**config.mk**
```make
export PLATFORM = sky130hd
export DESIGN_NAME = tdpwm_top
export DESIGN_NICKNAME = d
export VERILOG_FILES = /design/src/verilog/tdpwm_pkg.sv /design/src/verilog/tdpwm_deadtime.sv /design/src/verilog/tdpwm_top.sv
export SDC_FILE = /design/constraint.sdc
export NUM_CORES = 2
export LEC_CHECK = 0
export ABC_CLOCK_PERIOD_IN_PS = 3200
export BUFFER_PORTS_ARGS = -buffer_cell sky130_fd_sc_hd__buf_2
export CAP_MARGIN = 40
export CORE_MARGIN = 2
export CORE_UTILIZATION = 55
export CTS_CLUSTER_DIAMETER = 200
export DETAILED_ROUTE_END_ITERATION = 12
export HOLD_SLACK_MARGIN = 0.12
export MAX_ROUTING_LAYER = met4
export PLACE_DENSITY = 0.82
export SYNTH_ARGS = -nofsm -noshare
export SYNTH_HDL_FRONTEND = slang
export SYNTH_SLANG_ARGS = --single-unit
```
**constraint.sdc**
```tcl
create_clock -name mclk -period 3.2 [get_ports mclk]
set_input_delay 0.8 -clock mclk [delete_from_list [all_inputs] [get_ports mclk]]
set_output_delay 0.8 -clock mclk [all_outputs]
set_load 0.1 [all_outputs]
```
**src/verilog/tdpwm_pkg.sv**
```systemverilog
// Constants shared by the three-phase dead-time PWM generator and its dead-time unit.
// Assumes a classic Wishbone slave with 32-bit data and word-aligned registers.
//
// Notes on behaviour
// While stopped, software loads the up/down counter with twice the dead time.
// Running, counter rises to period compare, falls to twice dead time, repeats.
// Counter compared with mid always; up and period rising; down and 2Td falling.
// Even dead-time counters start on positive compare fall while falling; stop at value.
// Odd dead-time counters start on negative compare fall while rising; stop at value.
// Dead-time counters compare only while counting, never count at zero, read-only.
// Period buffer feeds period compare; each duty buffer feeds three compares.
// Buffers always accessible; buffered writes move on timing, free writes immediately.
// Transfer: mid = duty+Td, up = duty+2Td, down = duty, period = buffer+2Td.
// Software keeps duty and period buffers inside their allowed ranges.
// Software initialises period, dead time, period compare and free duties first.
// Separate active levels for the positive and the negative phase outputs.
// Software changes output levels only outside the operating mode.
// Software changes the dead time value only outside the operating mode.
// Period moved at crest acts next period; moved at trough acts same period.
// Each phase output is compare wave ANDed with dead-time wave, all phases alike.
// Compare wave A: rising uses up compare, falling uses mid compare.
// Compare wave B: rising uses mid compare, falling uses down compare.
// Six PWM pins, a toggle pin and an active-low counter clear input.
// Dead-time wave is 1 initially, 0 while its counter counts.
// Output A is compare A and dead-time B; output B is compare B and dead-time A.
// Toggle output is 1 while counting up, 0 while counting down.
// Falling edge on counter clear reloads twice the dead time and counts up; the code acts on the edge only in the operating mode.
// Transfer timing field selects crest, trough or both.
package tdpwm_pkg;
   localparam int DW = 16;
   // Word byte addresses of the register map.
   localparam logic [7:0] OFS_CTRL = 8'h00;
   localparam logic [7:0] OFS_STAT = 8'h04;
   localparam logic [7:0] OFS_CNT = 8'h08;
   localparam logic [7:0] OFS_DTV = 8'h0C;
   localparam logic [7:0] OFS_PBUF = 8'h10;
   localparam logic [7:0] OFS_PCMP = 8'h14;
   localparam logic [7:0] OFS_DBUF = 8'h18;
   localparam logic [7:0] OFS_DFREE = 8'h24;
   localparam logic [7:0] OFS_MID = 8'h30;
   localparam logic [7:0] OFS_UP = 8'h3C;
   localparam logic [7:0] OFS_DOWN = 8'h48;
   localparam logic [7:0] OFS_DTC = 8'h54;
   // Control register fields.
   localparam int CTRL_RUN = 0;
   localparam int CTRL_MD_LO = 1;
   localparam int CTRL_PLS = 3;
   localparam int CTRL_NLS = 4;
   localparam logic [4:0] CTRL_RST = 5'h00;
   // Transfer timing codes; zero leaves the operating mode.
   localparam logic [1:0] MD_OFF = 2'h0;
   localparam logic [1:0] MD_CREST = 2'h1;
   localparam logic [1:0] MD_TROUGH = 2'h2;
   localparam logic [1:0] MD_BOTH = 2'h3;
   localparam logic [15:0] REG16_RST = 16'h0000;
   localparam logic [15:0] DT_ONE = 16'h0001;
endpackage

```
**src/verilog/tdpwm_deadtime.sv**
```systemverilog
// Dead-time unit of one phase: two up-counters and their dead-time waves.
// Assumes the compare waves and direction come from registers in the same clock domain.
`timescale 1ns/1ps
module tdpwm_deadtime (
   input wire logic mclk,
   input wire logic arst_n,
   input wire logic run,
   input wire logic dir_up,
   input wire logic cmp_a,
   input wire logic cmp_b,
   input wire logic [15:0] dead_time,
   output logic dtw_a,
   output logic dtw_b,
   output logic [15:0] cnt_even,
   output logic [15:0] cnt_odd
);
   logic cmp_a_reg;
   logic cmp_b_reg;
   logic busy_a_reg;
   logic busy_b_reg;
   wire start_a;
   wire start_b;
   wire done_a;
   wire done_b;

   // Starts qualify on direction; a zero dead time never starts a count.
   assign start_a = run && cmp_a_reg && !cmp_a && !dir_up && (dead_time != 16'h0000);
   assign start_b = run && cmp_b_reg && !cmp_b && dir_up && (dead_time != 16'h0000);
   assign done_a = busy_a_reg && (cnt_even == dead_time);
   assign done_b = busy_b_reg && (cnt_odd == dead_time);
   assign dtw_a = !busy_a_reg;
   assign dtw_b = !busy_b_reg;

   // Edge history and the two counters; reaching the value clears and halts.
   always_ff @(posedge mclk or negedge arst_n) begin
      if (!arst_n) begin
         cmp_a_reg <= 1'b0;
         cmp_b_reg <= 1'b0;
         busy_a_reg <= 1'b0;
         busy_b_reg <= 1'b0;
         cnt_even <= tdpwm_pkg::REG16_RST;
         cnt_odd <= tdpwm_pkg::REG16_RST;
      end else if (run) begin
         cmp_a_reg <= cmp_a;
         cmp_b_reg <= cmp_b;
         if (done_a) begin
            busy_a_reg <= 1'b0;
            cnt_even <= tdpwm_pkg::REG16_RST;
         end else if (busy_a_reg || start_a) begin
            busy_a_reg <= 1'b1;
            cnt_even <= cnt_even + tdpwm_pkg::DT_ONE;
         end
         if (done_b) begin
            busy_b_reg <= 1'b0;
            cnt_odd <= tdpwm_pkg::REG16_RST;
         end else if (busy_b_reg || start_b) begin
            busy_b_reg <= 1'b1;
            cnt_odd <= cnt_odd + tdpwm_pkg::DT_ONE;
         end
      end
   end

   a_even_stop: assert property (@(posedge mclk) disable iff (!arst_n)
      run && done_a |=> !busy_a_reg && cnt_even == 16'h0000)
      else $error("even dead-time counter did not clear and halt");
   a_odd_start: assert property (@(posedge mclk) disable iff (!arst_n)
      run && start_b && !busy_b_reg |=> busy_b_reg && cnt_odd == 16'h0001)
      else $error("odd dead-time counter did not start");
   a_zero_idle: assert property (@(posedge mclk) disable iff (!arst_n)
      dead_time == 16'h0000 && !busy_a_reg |=> !busy_a_reg)
      else $error("dead-time counter ran with zero dead time");
endmodule

```
**src/verilog/tdpwm_top.sv**
```systemverilog
// Three-phase complementary PWM generator with dead time and a Wishbone register file.
// Assumes a classic Wishbone master on mclk and a synchronous active-low clear input.
`timescale 1ns/1ps
module tdpwm_top (
   input wire logic mclk,
   input wire logic arst_n,
   input wire logic wb_cyc_i,
   input wire logic wb_stb_i,
   input wire logic wb_we_i,
   input wire logic [7:0] wb_adr_i,
   input wire logic [3:0] wb_sel_i,
   input wire logic [31:0] wb_dat_i,
   output logic [31:0] wb_dat_o,
   output logic wb_ack_o,
   input wire logic counter_clear_n,
   output logic phase_u_out_a,
   output logic phase_u_out_b,
   output logic phase_v_out_a,
   output logic phase_v_out_b,
   output logic phase_w_out_a,
   output logic phase_w_out_b,
   output logic carrier_toggle_out
);
   // Sum cut to the register width; wrap is software's to avoid by range limits.
   function automatic logic [15:0] add16(input logic [15:0] a, input logic [15:0] b);
      add16 = a + b;
   endfunction

   // Phase index of a three-word block, or 3 when the address is outside it.
   function automatic logic [1:0] pidx(input logic [7:0] adr, input logic [7:0] base);
      logic [7:0] d;
      d = adr - base;
      pidx = (adr >= base && d < 8'h0C && d[1:0] == 2'h0) ? d[3:2] : 2'h3;
   endfunction

   logic [4:0] ctrl_reg;
   logic [15:0] cnt_reg;
   logic [15:0] cnt_next;
   logic dir_reg;
   logic dir_next;
   logic [15:0] dtv_reg;
   logic [15:0] pbuf_reg;
   logic [15:0] pcmp_reg;
   logic [15:0] dbuf_reg [3];
   logic [15:0] mid_reg [3];
   logic [15:0] up_reg [3];
   logic [15:0] down_reg [3];
   logic clr_n_reg;
   logic [2:0] out_a_reg;
   logic [2:0] out_b_reg;
   logic [2:0] cmp_a;
   logic [2:0] cmp_b;
   logic [2:0] dtw_a;
   logic [2:0] dtw_b;
   logic [15:0] dtc [6];
   logic [31:0] rdat;

   wire req = wb_cyc_i && wb_stb_i && !wb_ack_o;
   wire wr = req && wb_we_i && (wb_sel_i[1:0] == 2'h3);
   wire [15:0] wdat = wb_dat_i[15:0];
   wire [1:0] md = ctrl_reg[tdpwm_pkg::CTRL_MD_LO +: 2];
   wire operating = (md != tdpwm_pkg::MD_OFF);
   wire run = operating && ctrl_reg[tdpwm_pkg::CTRL_RUN];
   wire pls = ctrl_reg[tdpwm_pkg::CTRL_PLS];
   wire nls = ctrl_reg[tdpwm_pkg::CTRL_NLS];
   wire [15:0] two_td = add16(dtv_reg, dtv_reg);
   wire [1:0] dbuf_sel = pidx(wb_adr_i, tdpwm_pkg::OFS_DBUF);
   wire [1:0] dfree_sel = pidx(wb_adr_i, tdpwm_pkg::OFS_DFREE);
   wire wr_ctrl = wr && wb_adr_i == tdpwm_pkg::OFS_CTRL;
   wire wr_cnt = wr && wb_adr_i == tdpwm_pkg::OFS_CNT && !ctrl_reg[tdpwm_pkg::CTRL_RUN];
   wire wr_dtv = wr && wb_adr_i == tdpwm_pkg::OFS_DTV;
   wire wr_pbuf = wr && wb_adr_i == tdpwm_pkg::OFS_PBUF;
   wire wr_pcmp = wr && wb_adr_i == tdpwm_pkg::OFS_PCMP;
   wire wr_dbuf = wr && dbuf_sel != 2'h3;
   wire wr_free = wr && dfree_sel != 2'h3;

   // Turning points of the triangle and the external clear edge.
   wire crest = run && dir_reg && cnt_reg == pcmp_reg;
   wire trough = run && !dir_reg && cnt_reg == two_td;
   wire clr_fall = operating && clr_n_reg && !counter_clear_n;
   wire xfer = (crest && md[0]) || (trough && md[1]);

   // Next counter state: clear edge first, then software load, then counting.
   always_comb begin
      cnt_next = cnt_reg;
      dir_next = dir_reg;
      if (clr_fall) begin
         cnt_next = two_td;
         dir_next = 1'b1;
      end else if (wr_cnt) begin
         cnt_next = wdat;
      end else if (crest) begin
         cnt_next = cnt_reg - tdpwm_pkg::DT_ONE;
         dir_next = 1'b0;
      end else if (trough) begin
         cnt_next = cnt_reg + tdpwm_pkg::DT_ONE;
         dir_next = 1'b1;
      end else if (run) begin
         cnt_next = dir_reg ? cnt_reg + tdpwm_pkg::DT_ONE : cnt_reg - tdpwm_pkg::DT_ONE;
      end
   end

   always_ff @(posedge mclk or negedge arst_n) begin
      if (!arst_n) begin
         cnt_reg <= tdpwm_pkg::REG16_RST;
         dir_reg <= 1'b1;
         clr_n_reg <= 1'b1;
      end else begin
         cnt_reg <= cnt_next;
         dir_reg <= dir_next;
         clr_n_reg <= counter_clear_n;
      end
   end

   // Control, dead time and period registers; a timed transfer beats a direct write.
   always_ff @(posedge mclk or negedge arst_n) begin
      if (!arst_n) begin
         ctrl_reg <= tdpwm_pkg::CTRL_RST;
         dtv_reg <= tdpwm_pkg::REG16_RST;
         pbuf_reg <= tdpwm_pkg::REG16_RST;
         pcmp_reg <= tdpwm_pkg::REG16_RST;
      end else begin
         if (wr_ctrl) ctrl_reg <= wdat[4:0];
         if (wr_dtv) dtv_reg <= wdat;
         if (wr_pbuf) pbuf_reg <= wdat;
         if (xfer) pcmp_reg <= add16(pbuf_reg, two_td);
         else if (wr_pcmp) pcmp_reg <= wdat;
      end
   end

   // Per-phase duty buffer and its three compares.
   for (genvar p = 0; p < 3; p++) begin : g_phase
      always_ff @(posedge mclk or negedge arst_n) begin
         if (!arst_n) begin
            dbuf_reg[p] <= tdpwm_pkg::REG16_RST;
            mid_reg[p] <= tdpwm_pkg::REG16_RST;
            up_reg[p] <= tdpwm_pkg::REG16_RST;
            down_reg[p] <= tdpwm_pkg::REG16_RST;
         end else if (wr_free && dfree_sel == 2'(p)) begin
            dbuf_reg[p] <= wdat;
            mid_reg[p] <= add16(wdat, dtv_reg);
            up_reg[p] <= add16(wdat, two_td);
            down_reg[p] <= wdat;
         end else begin
            if (wr_dbuf && dbuf_sel == 2'(p)) dbuf_reg[p] <= wdat;
            if (xfer) begin
               mid_reg[p] <= add16(dbuf_reg[p], dtv_reg);
               up_reg[p] <= add16(dbuf_reg[p], two_td);
               down_reg[p] <= dbuf_reg[p];
            end
         end
      end

      // Compare waves follow the direction of the count.
      assign cmp_a[p] = dir_reg ? !(up_reg[p] > cnt_reg) : !(mid_reg[p] > cnt_reg);
      assign cmp_b[p] = dir_reg ? (mid_reg[p] > cnt_reg) : (down_reg[p] > cnt_reg);

      tdpwm_deadtime u_dt (
         .mclk(mclk),
         .arst_n(arst_n),
         .run(run),
         .dir_up(dir_reg),
         .cmp_a(cmp_a[p]),
         .cmp_b(cmp_b[p]),
         .dead_time(dtv_reg),
         .dtw_a(dtw_a[p]),
         .dtw_b(dtw_b[p]),
         .cnt_even(dtc[2 * p]),
         .cnt_odd(dtc[2 * p + 1])
      );
   end

   // Output waves with level selection; a halted counter keeps the pins as they are.
   wire [2:0] og_a = cmp_a & dtw_b;
   wire [2:0] og_b = cmp_b & dtw_a;
   always_ff @(posedge mclk or negedge arst_n) begin
      if (!arst_n) begin
         out_a_reg <= 3'h0;
         out_b_reg <= 3'h0;
         carrier_toggle_out <= 1'b0;
      end else if (run) begin
         out_a_reg <= pls ? og_a : ~og_a;
         out_b_reg <= nls ? og_b : ~og_b;
         carrier_toggle_out <= dir_reg;
      end
   end
   assign phase_u_out_a = out_a_reg[0];
   assign phase_u_out_b = out_b_reg[0];
   assign phase_v_out_a = out_a_reg[1];
   assign phase_v_out_b = out_b_reg[1];
   assign phase_w_out_a = out_a_reg[2];
   assign phase_w_out_b = out_b_reg[2];

   // Read selection; unmapped words read as zero and are still acknowledged.
   wire [1:0] mid_sel = pidx(wb_adr_i, tdpwm_pkg::OFS_MID);
   wire [1:0] up_sel = pidx(wb_adr_i, tdpwm_pkg::OFS_UP);
   wire [1:0] down_sel = pidx(wb_adr_i, tdpwm_pkg::OFS_DOWN);
   wire [7:0] dtc_off = wb_adr_i - tdpwm_pkg::OFS_DTC;
   wire dtc_hit = wb_adr_i >= tdpwm_pkg::OFS_DTC && dtc_off < 8'h18 && dtc_off[1:0] == 2'h0;
   wire [2:0] dtc_sel = dtc_off[4:2];
   always_comb begin
      rdat = 32'h0000_0000;
      if (wb_adr_i == tdpwm_pkg::OFS_CTRL) rdat[4:0] = ctrl_reg;
      else if (wb_adr_i == tdpwm_pkg::OFS_STAT) rdat[0] = dir_reg;
      else if (wb_adr_i == tdpwm_pkg::OFS_CNT) rdat[15:0] = cnt_reg;
      else if (wb_adr_i == tdpwm_pkg::OFS_DTV) rdat[15:0] = dtv_reg;
      else if (wb_adr_i == tdpwm_pkg::OFS_PBUF) rdat[15:0] = pbuf_reg;
      else if (wb_adr_i == tdpwm_pkg::OFS_PCMP) rdat[15:0] = pcmp_reg;
      else if (dbuf_sel != 2'h3) rdat[15:0] = dbuf_reg[dbuf_sel];
      else if (dfree_sel != 2'h3) rdat[15:0] = dbuf_reg[dfree_sel];
      else if (mid_sel != 2'h3) rdat[15:0] = mid_reg[mid_sel];
      else if (up_sel != 2'h3) rdat[15:0] = up_reg[up_sel];
      else if (down_sel != 2'h3) rdat[15:0] = down_reg[down_sel];
      else if (dtc_hit) rdat[15:0] = dtc[dtc_sel];
   end

   // One wait-free answer: ack one cycle after the request, then dropped.
   always_ff @(posedge mclk or negedge arst_n) begin
      if (!arst_n) begin
         wb_ack_o <= 1'b0;
         wb_dat_o <= 32'h0000_0000;
      end else begin
         wb_ack_o <= req;
         if (req) wb_dat_o <= rdat;
      end
   end

   a_counter_hold: assert property (@(posedge mclk) disable iff (!arst_n)
      !run && !clr_fall && !wr_cnt |=> $stable(cnt_reg))
      else $error("counter moved while stopped");
   a_crest_turn: assert property (@(posedge mclk) disable iff (!arst_n)
      crest && !clr_fall && !wr_cnt |=> !dir_reg && cnt_reg == $past(cnt_reg) - 16'h0001)
      else $error("counter did not turn down at the period compare");
   a_trough_turn: assert property (@(posedge mclk) disable iff (!arst_n)
      trough && !clr_fall && !wr_cnt |=> dir_reg && cnt_reg == $past(cnt_reg) + 16'h0001)
      else $error("counter did not turn up at twice the dead time");
   a_clear_reload: assert property (@(posedge mclk) disable iff (!arst_n)
      clr_fall |=> dir_reg && cnt_reg == $past(two_td))
      else $error("counter clear did not reload twice the dead time");
   a_free_write: assert property (@(posedge mclk) disable iff (!arst_n)
      wr_free && dfree_sel == 2'h0
      |=> mid_reg[0] == $past(wdat) + dtv_reg && down_reg[0] == $past(wdat))
      else $error("free duty write did not reach the compares at once");
   a_period_xfer: assert property (@(posedge mclk) disable iff (!arst_n)
      xfer |=> pcmp_reg == $past(pbuf_reg) + $past(two_td))
      else $error("period compare not loaded on transfer");
   a_no_xfer: assert property (@(posedge mclk) disable iff (!arst_n)
      crest && md == tdpwm_pkg::MD_TROUGH && !wr_pcmp |=> $stable(pcmp_reg))
      else $error("crest transfer in trough-only timing");
   a_toggle_dir: assert property (@(posedge mclk) disable iff (!arst_n)
      run |=> carrier_toggle_out == $past(dir_reg))
      else $error("toggle output does not follow direction");
   a_out_level: assert property (@(posedge mclk) disable iff (!arst_n)
      run |=> phase_u_out_a == ($past(cmp_a[0] & dtw_b[0]) ~^ $past(pls)))
      else $error("phase U output A wrong");
   a_ack_pulse: assert property (@(posedge mclk) disable iff (!arst_n)
      wb_ack_o |=> !wb_ack_o)
      else $error("ack held for more than one cycle");
endmodule

```
==> impl_metrics.json <==
{
  "p_per_area_mw_per_mm2": 317,
  "wirelength_mm": 156,
  "path_clk_slew_ns": 0.06,
  "startpoint": "cnt_reg[5]$_DFFE_PN0P_",
  "crit_fanout": 7,
  "dp.cells": 5156,
  "start_util": 0.557,
  "rr_worst_depth": 10,
  "grt_max_degree": 59,
  "critical_path.endpoint": "cnt_reg[13]$_DFFE_PN0P_",
  "post_drt_wl_per_cell_um": 29.7,
  "drive_gt1_frac": 0.192,
  "numCtsBuffers": 46,
  "syn_to_final_growth_pct": 19.9,
  "routed.top_layer": "met4",
  "tightest_slew_ns": 0.812,
  "cp-start-kind": "flop",
  "fp-row-count": 90,
  "setup_viol": 0,
  "cts-root-buf": "clkbuf_16",
  "worstPathRequired_ns": 3.68,
  "dp_hpwl_mm": 120,
  "grt_pass1_wl_mm": 227,
  "vias_per_cell": 6.87,
  "synth_warnings": 0,
  "arrival_ns": 3.65,
  "holdCritPathClass": "primary input to asynchronous set/reset pin",
  "layout_common_cells": "buf_4 (460), dfrtp_1 (386), nor2_1 (382)",
  "fmax_mhz": 315,
  "route.detailed.drc": 0,
  "drt_iter0_drc": 4503,
  "final_nets": 4774,
  "die_x_um": 251,
  "p_leak_nw": 18.3,
  "finalNonFillerCells": 5256,
  "met2_length_mm": 66.0,
  "grt_pass1_vias": 34200,
  "seq_area_frac_synth": 0.292,
  "slew_violations": 0,
  "drt_pass1_iterations": 7,
  "wl_met1_mm": 57.8,
  "period_minus_slack_ns": 3.17,
  "dieArea_mm2": 0.0631,
  "yosysUniqueCellTypes": 98,
  "synth-edff-count": 0,
  "io_pins": 90,
  "max-slew-margin-rel": 0.459,
  "port_buffers": 55,
  "outcome": "finished, final reports clean",
  "final_util": 0.668,
  "rsz0062_at_grt": "true",
  "post-route-period-util": 0.991,
  "htree_levels": 2,
  "ys_ff_latch": 392,
  "synth_area_mm2": 0.0336,
  "ant_nets": 0,
  "ir_drop_v": 0.000420,
  "synthFlopType": "dfrtp_1",
  "antenna_found_initial": 7,
  "cp-end-kind": "flop",
  "core-area_mm2": 0.0604,
  "syn_inst": 4050,
  "cts_sinks": 392,
  "fin_skew_ns": 0.0172,
  "grt-ovfl-total": 0,
  "cts_tree": "done",
  "final_hold_viol_count": 0,
  "met3_length_mm": 16.6,
  "postSynthAreaPerCell_um2": 8.30,
  "worstSkewPairLatency_ns": 0.61,
  "r2r_slack_ns": 0.03,
  "via_count": 36100,
  "worstSetupPathType": "flop to flop",
  "r2r_start": "cnt_reg[5]$_DFFE_PN0P_",
  "clock_path_buffers": 3,
  "ys_async_sr_fraction": 1.00,
  "grt_use_total": 0.503,
  "layout_commonest_cell": "buf_4",
  "r2r_end": "cnt_reg[13]$_DFFE_PN0P_",
  "drv_cap": 0,
  "gp_congestion": 1.10,
  "fp.dieH_um": 251
}
cells in the mapped netlist (all sizes together) (71+ instances only):
cell type,number,share of area
xor2,84,0.022
nor3,110,0.017
buf,71,0.011
inv,93,0.010
mux2i,120,0.036
a21oi,323,0.048
xnor2,147,0.038
ha,288,0.11
a31oi,96,0.018
nor2,387,0.043
dfrtp,390,0.29
o21ai,269,0.040
nand3,124,0.018
mux2,91,0.030
clkbuf,180,0.020
nand2,381,0.043
logic make-up after synthesis:
kind of cell             Yosys count  synth area share
AND/OR/NAND/NOR                 1365             0.193
multiplexers                     223            0.0742
XOR/XNOR                         231            0.0602
flip-flops                       392             0.292
other                              1          0.000112
buffers and inverters            346            0.0420
adder cells (fa/ha/maj)          297             0.113
AO/OA/AOI/OAI                   1195             0.226
through the flow:
stage	setup TNS (ns)	total power, mW	setup WS (ns)	cell area, um^2	hold WS (ns)
detailed placement	-33.41	7.14	-0.465	38400	0.471
CTS	-0.0215	12.7	-0.0215	40000	0.174
global placement	-32.11	7.13	-0.366	38400	0.458
finish	0	12.8	0.0275	40300	0.175
floorplan	-0.555	6.28	-0.0429	33900	0.444
global route	-0.248	13.1	-0.0752	40300	0.204
power breakdown:
group | internal (mW) | leakage (nW) | switching, mW
Clock | 3.30 | 0.774 | 2.35
Combinational | 0.701 | 12.8 | 1.34
Sequential | 5.01 | 4.70 | 0.0786
Total | 9.02 | 18.3 | 3.77
final cells by class:
cell class                      instances  area (um^2)
Clock inverter                         16          231
Tap cell                              782          978
Multi-Input combinational cell       3327        22900
Sequential cell                       392         9820
Timing Repair Buffer                  565         4680
Inverter                               95          372
Antenna cell                            9         22.5
Clock buffer                           70         1340
Fill cell                            5027        20100
critical path: stages, from the launching register on:
cell	delay, ns
dfrtp_1	0.38
buf_4	0.14
xor2_1	0.20
or4_1	0.51
or4_4	0.53
o31a_1	0.40
nor4_4	0.17
buf_6	0.18
a31oi_1	0.11
xnor2_1	0.15
a221oi_1	0.29
per-layer routing:
| layer | vias to the layer above | track usage |
|---|---|---|
| li1 | 15700 | - |
| met5 | - | - |
| met4 | 0 | 0.387 |
| met2 | 2501 | 0.734 |
| met3 | 785 | 0.112 |
| met1 | 17100 | 0.605 |
what timing repair did:
item | in CTS | in global routing
hold buffers | 0 | 0
setup endpoints to repair | 23 | 136
setup buffers | 0 | 5
pin swaps | 1 | 11
endpoints found under the hold margin | 0 | 0
resized for setup | 7 | 59
worst min path at each step:
stage                                               start                                      to  depth (start not counted)
finish                                             arst_n                 mid_reg[18]$_DFFE_PN0P_                          1
global route                                       arst_n  g_phase[0].u_dt.cnt_odd[1]$_DFFE_PN0P_                          1
CTS                                                arst_n  g_phase[0].u_dt.cnt_odd[1]$_DFFE_PN0P_                          1
detailed placement  g_phase[0].u_dt.cmp_b_reg$_DFFE_PN0P_   g_phase[0].u_dt.cmp_b_reg$_DFFE_PN0P_                          2
global placement           carrier_toggle_out$_DFFE_PN0P_          carrier_toggle_out$_DFFE_PN0P_                          2
floorplan           g_phase[2].u_dt.cmp_b_reg$_DFFE_PN0P_   g_phase[2].u_dt.cmp_b_reg$_DFFE_PN0P_                          1
Power figures use the tool's default switching activity.
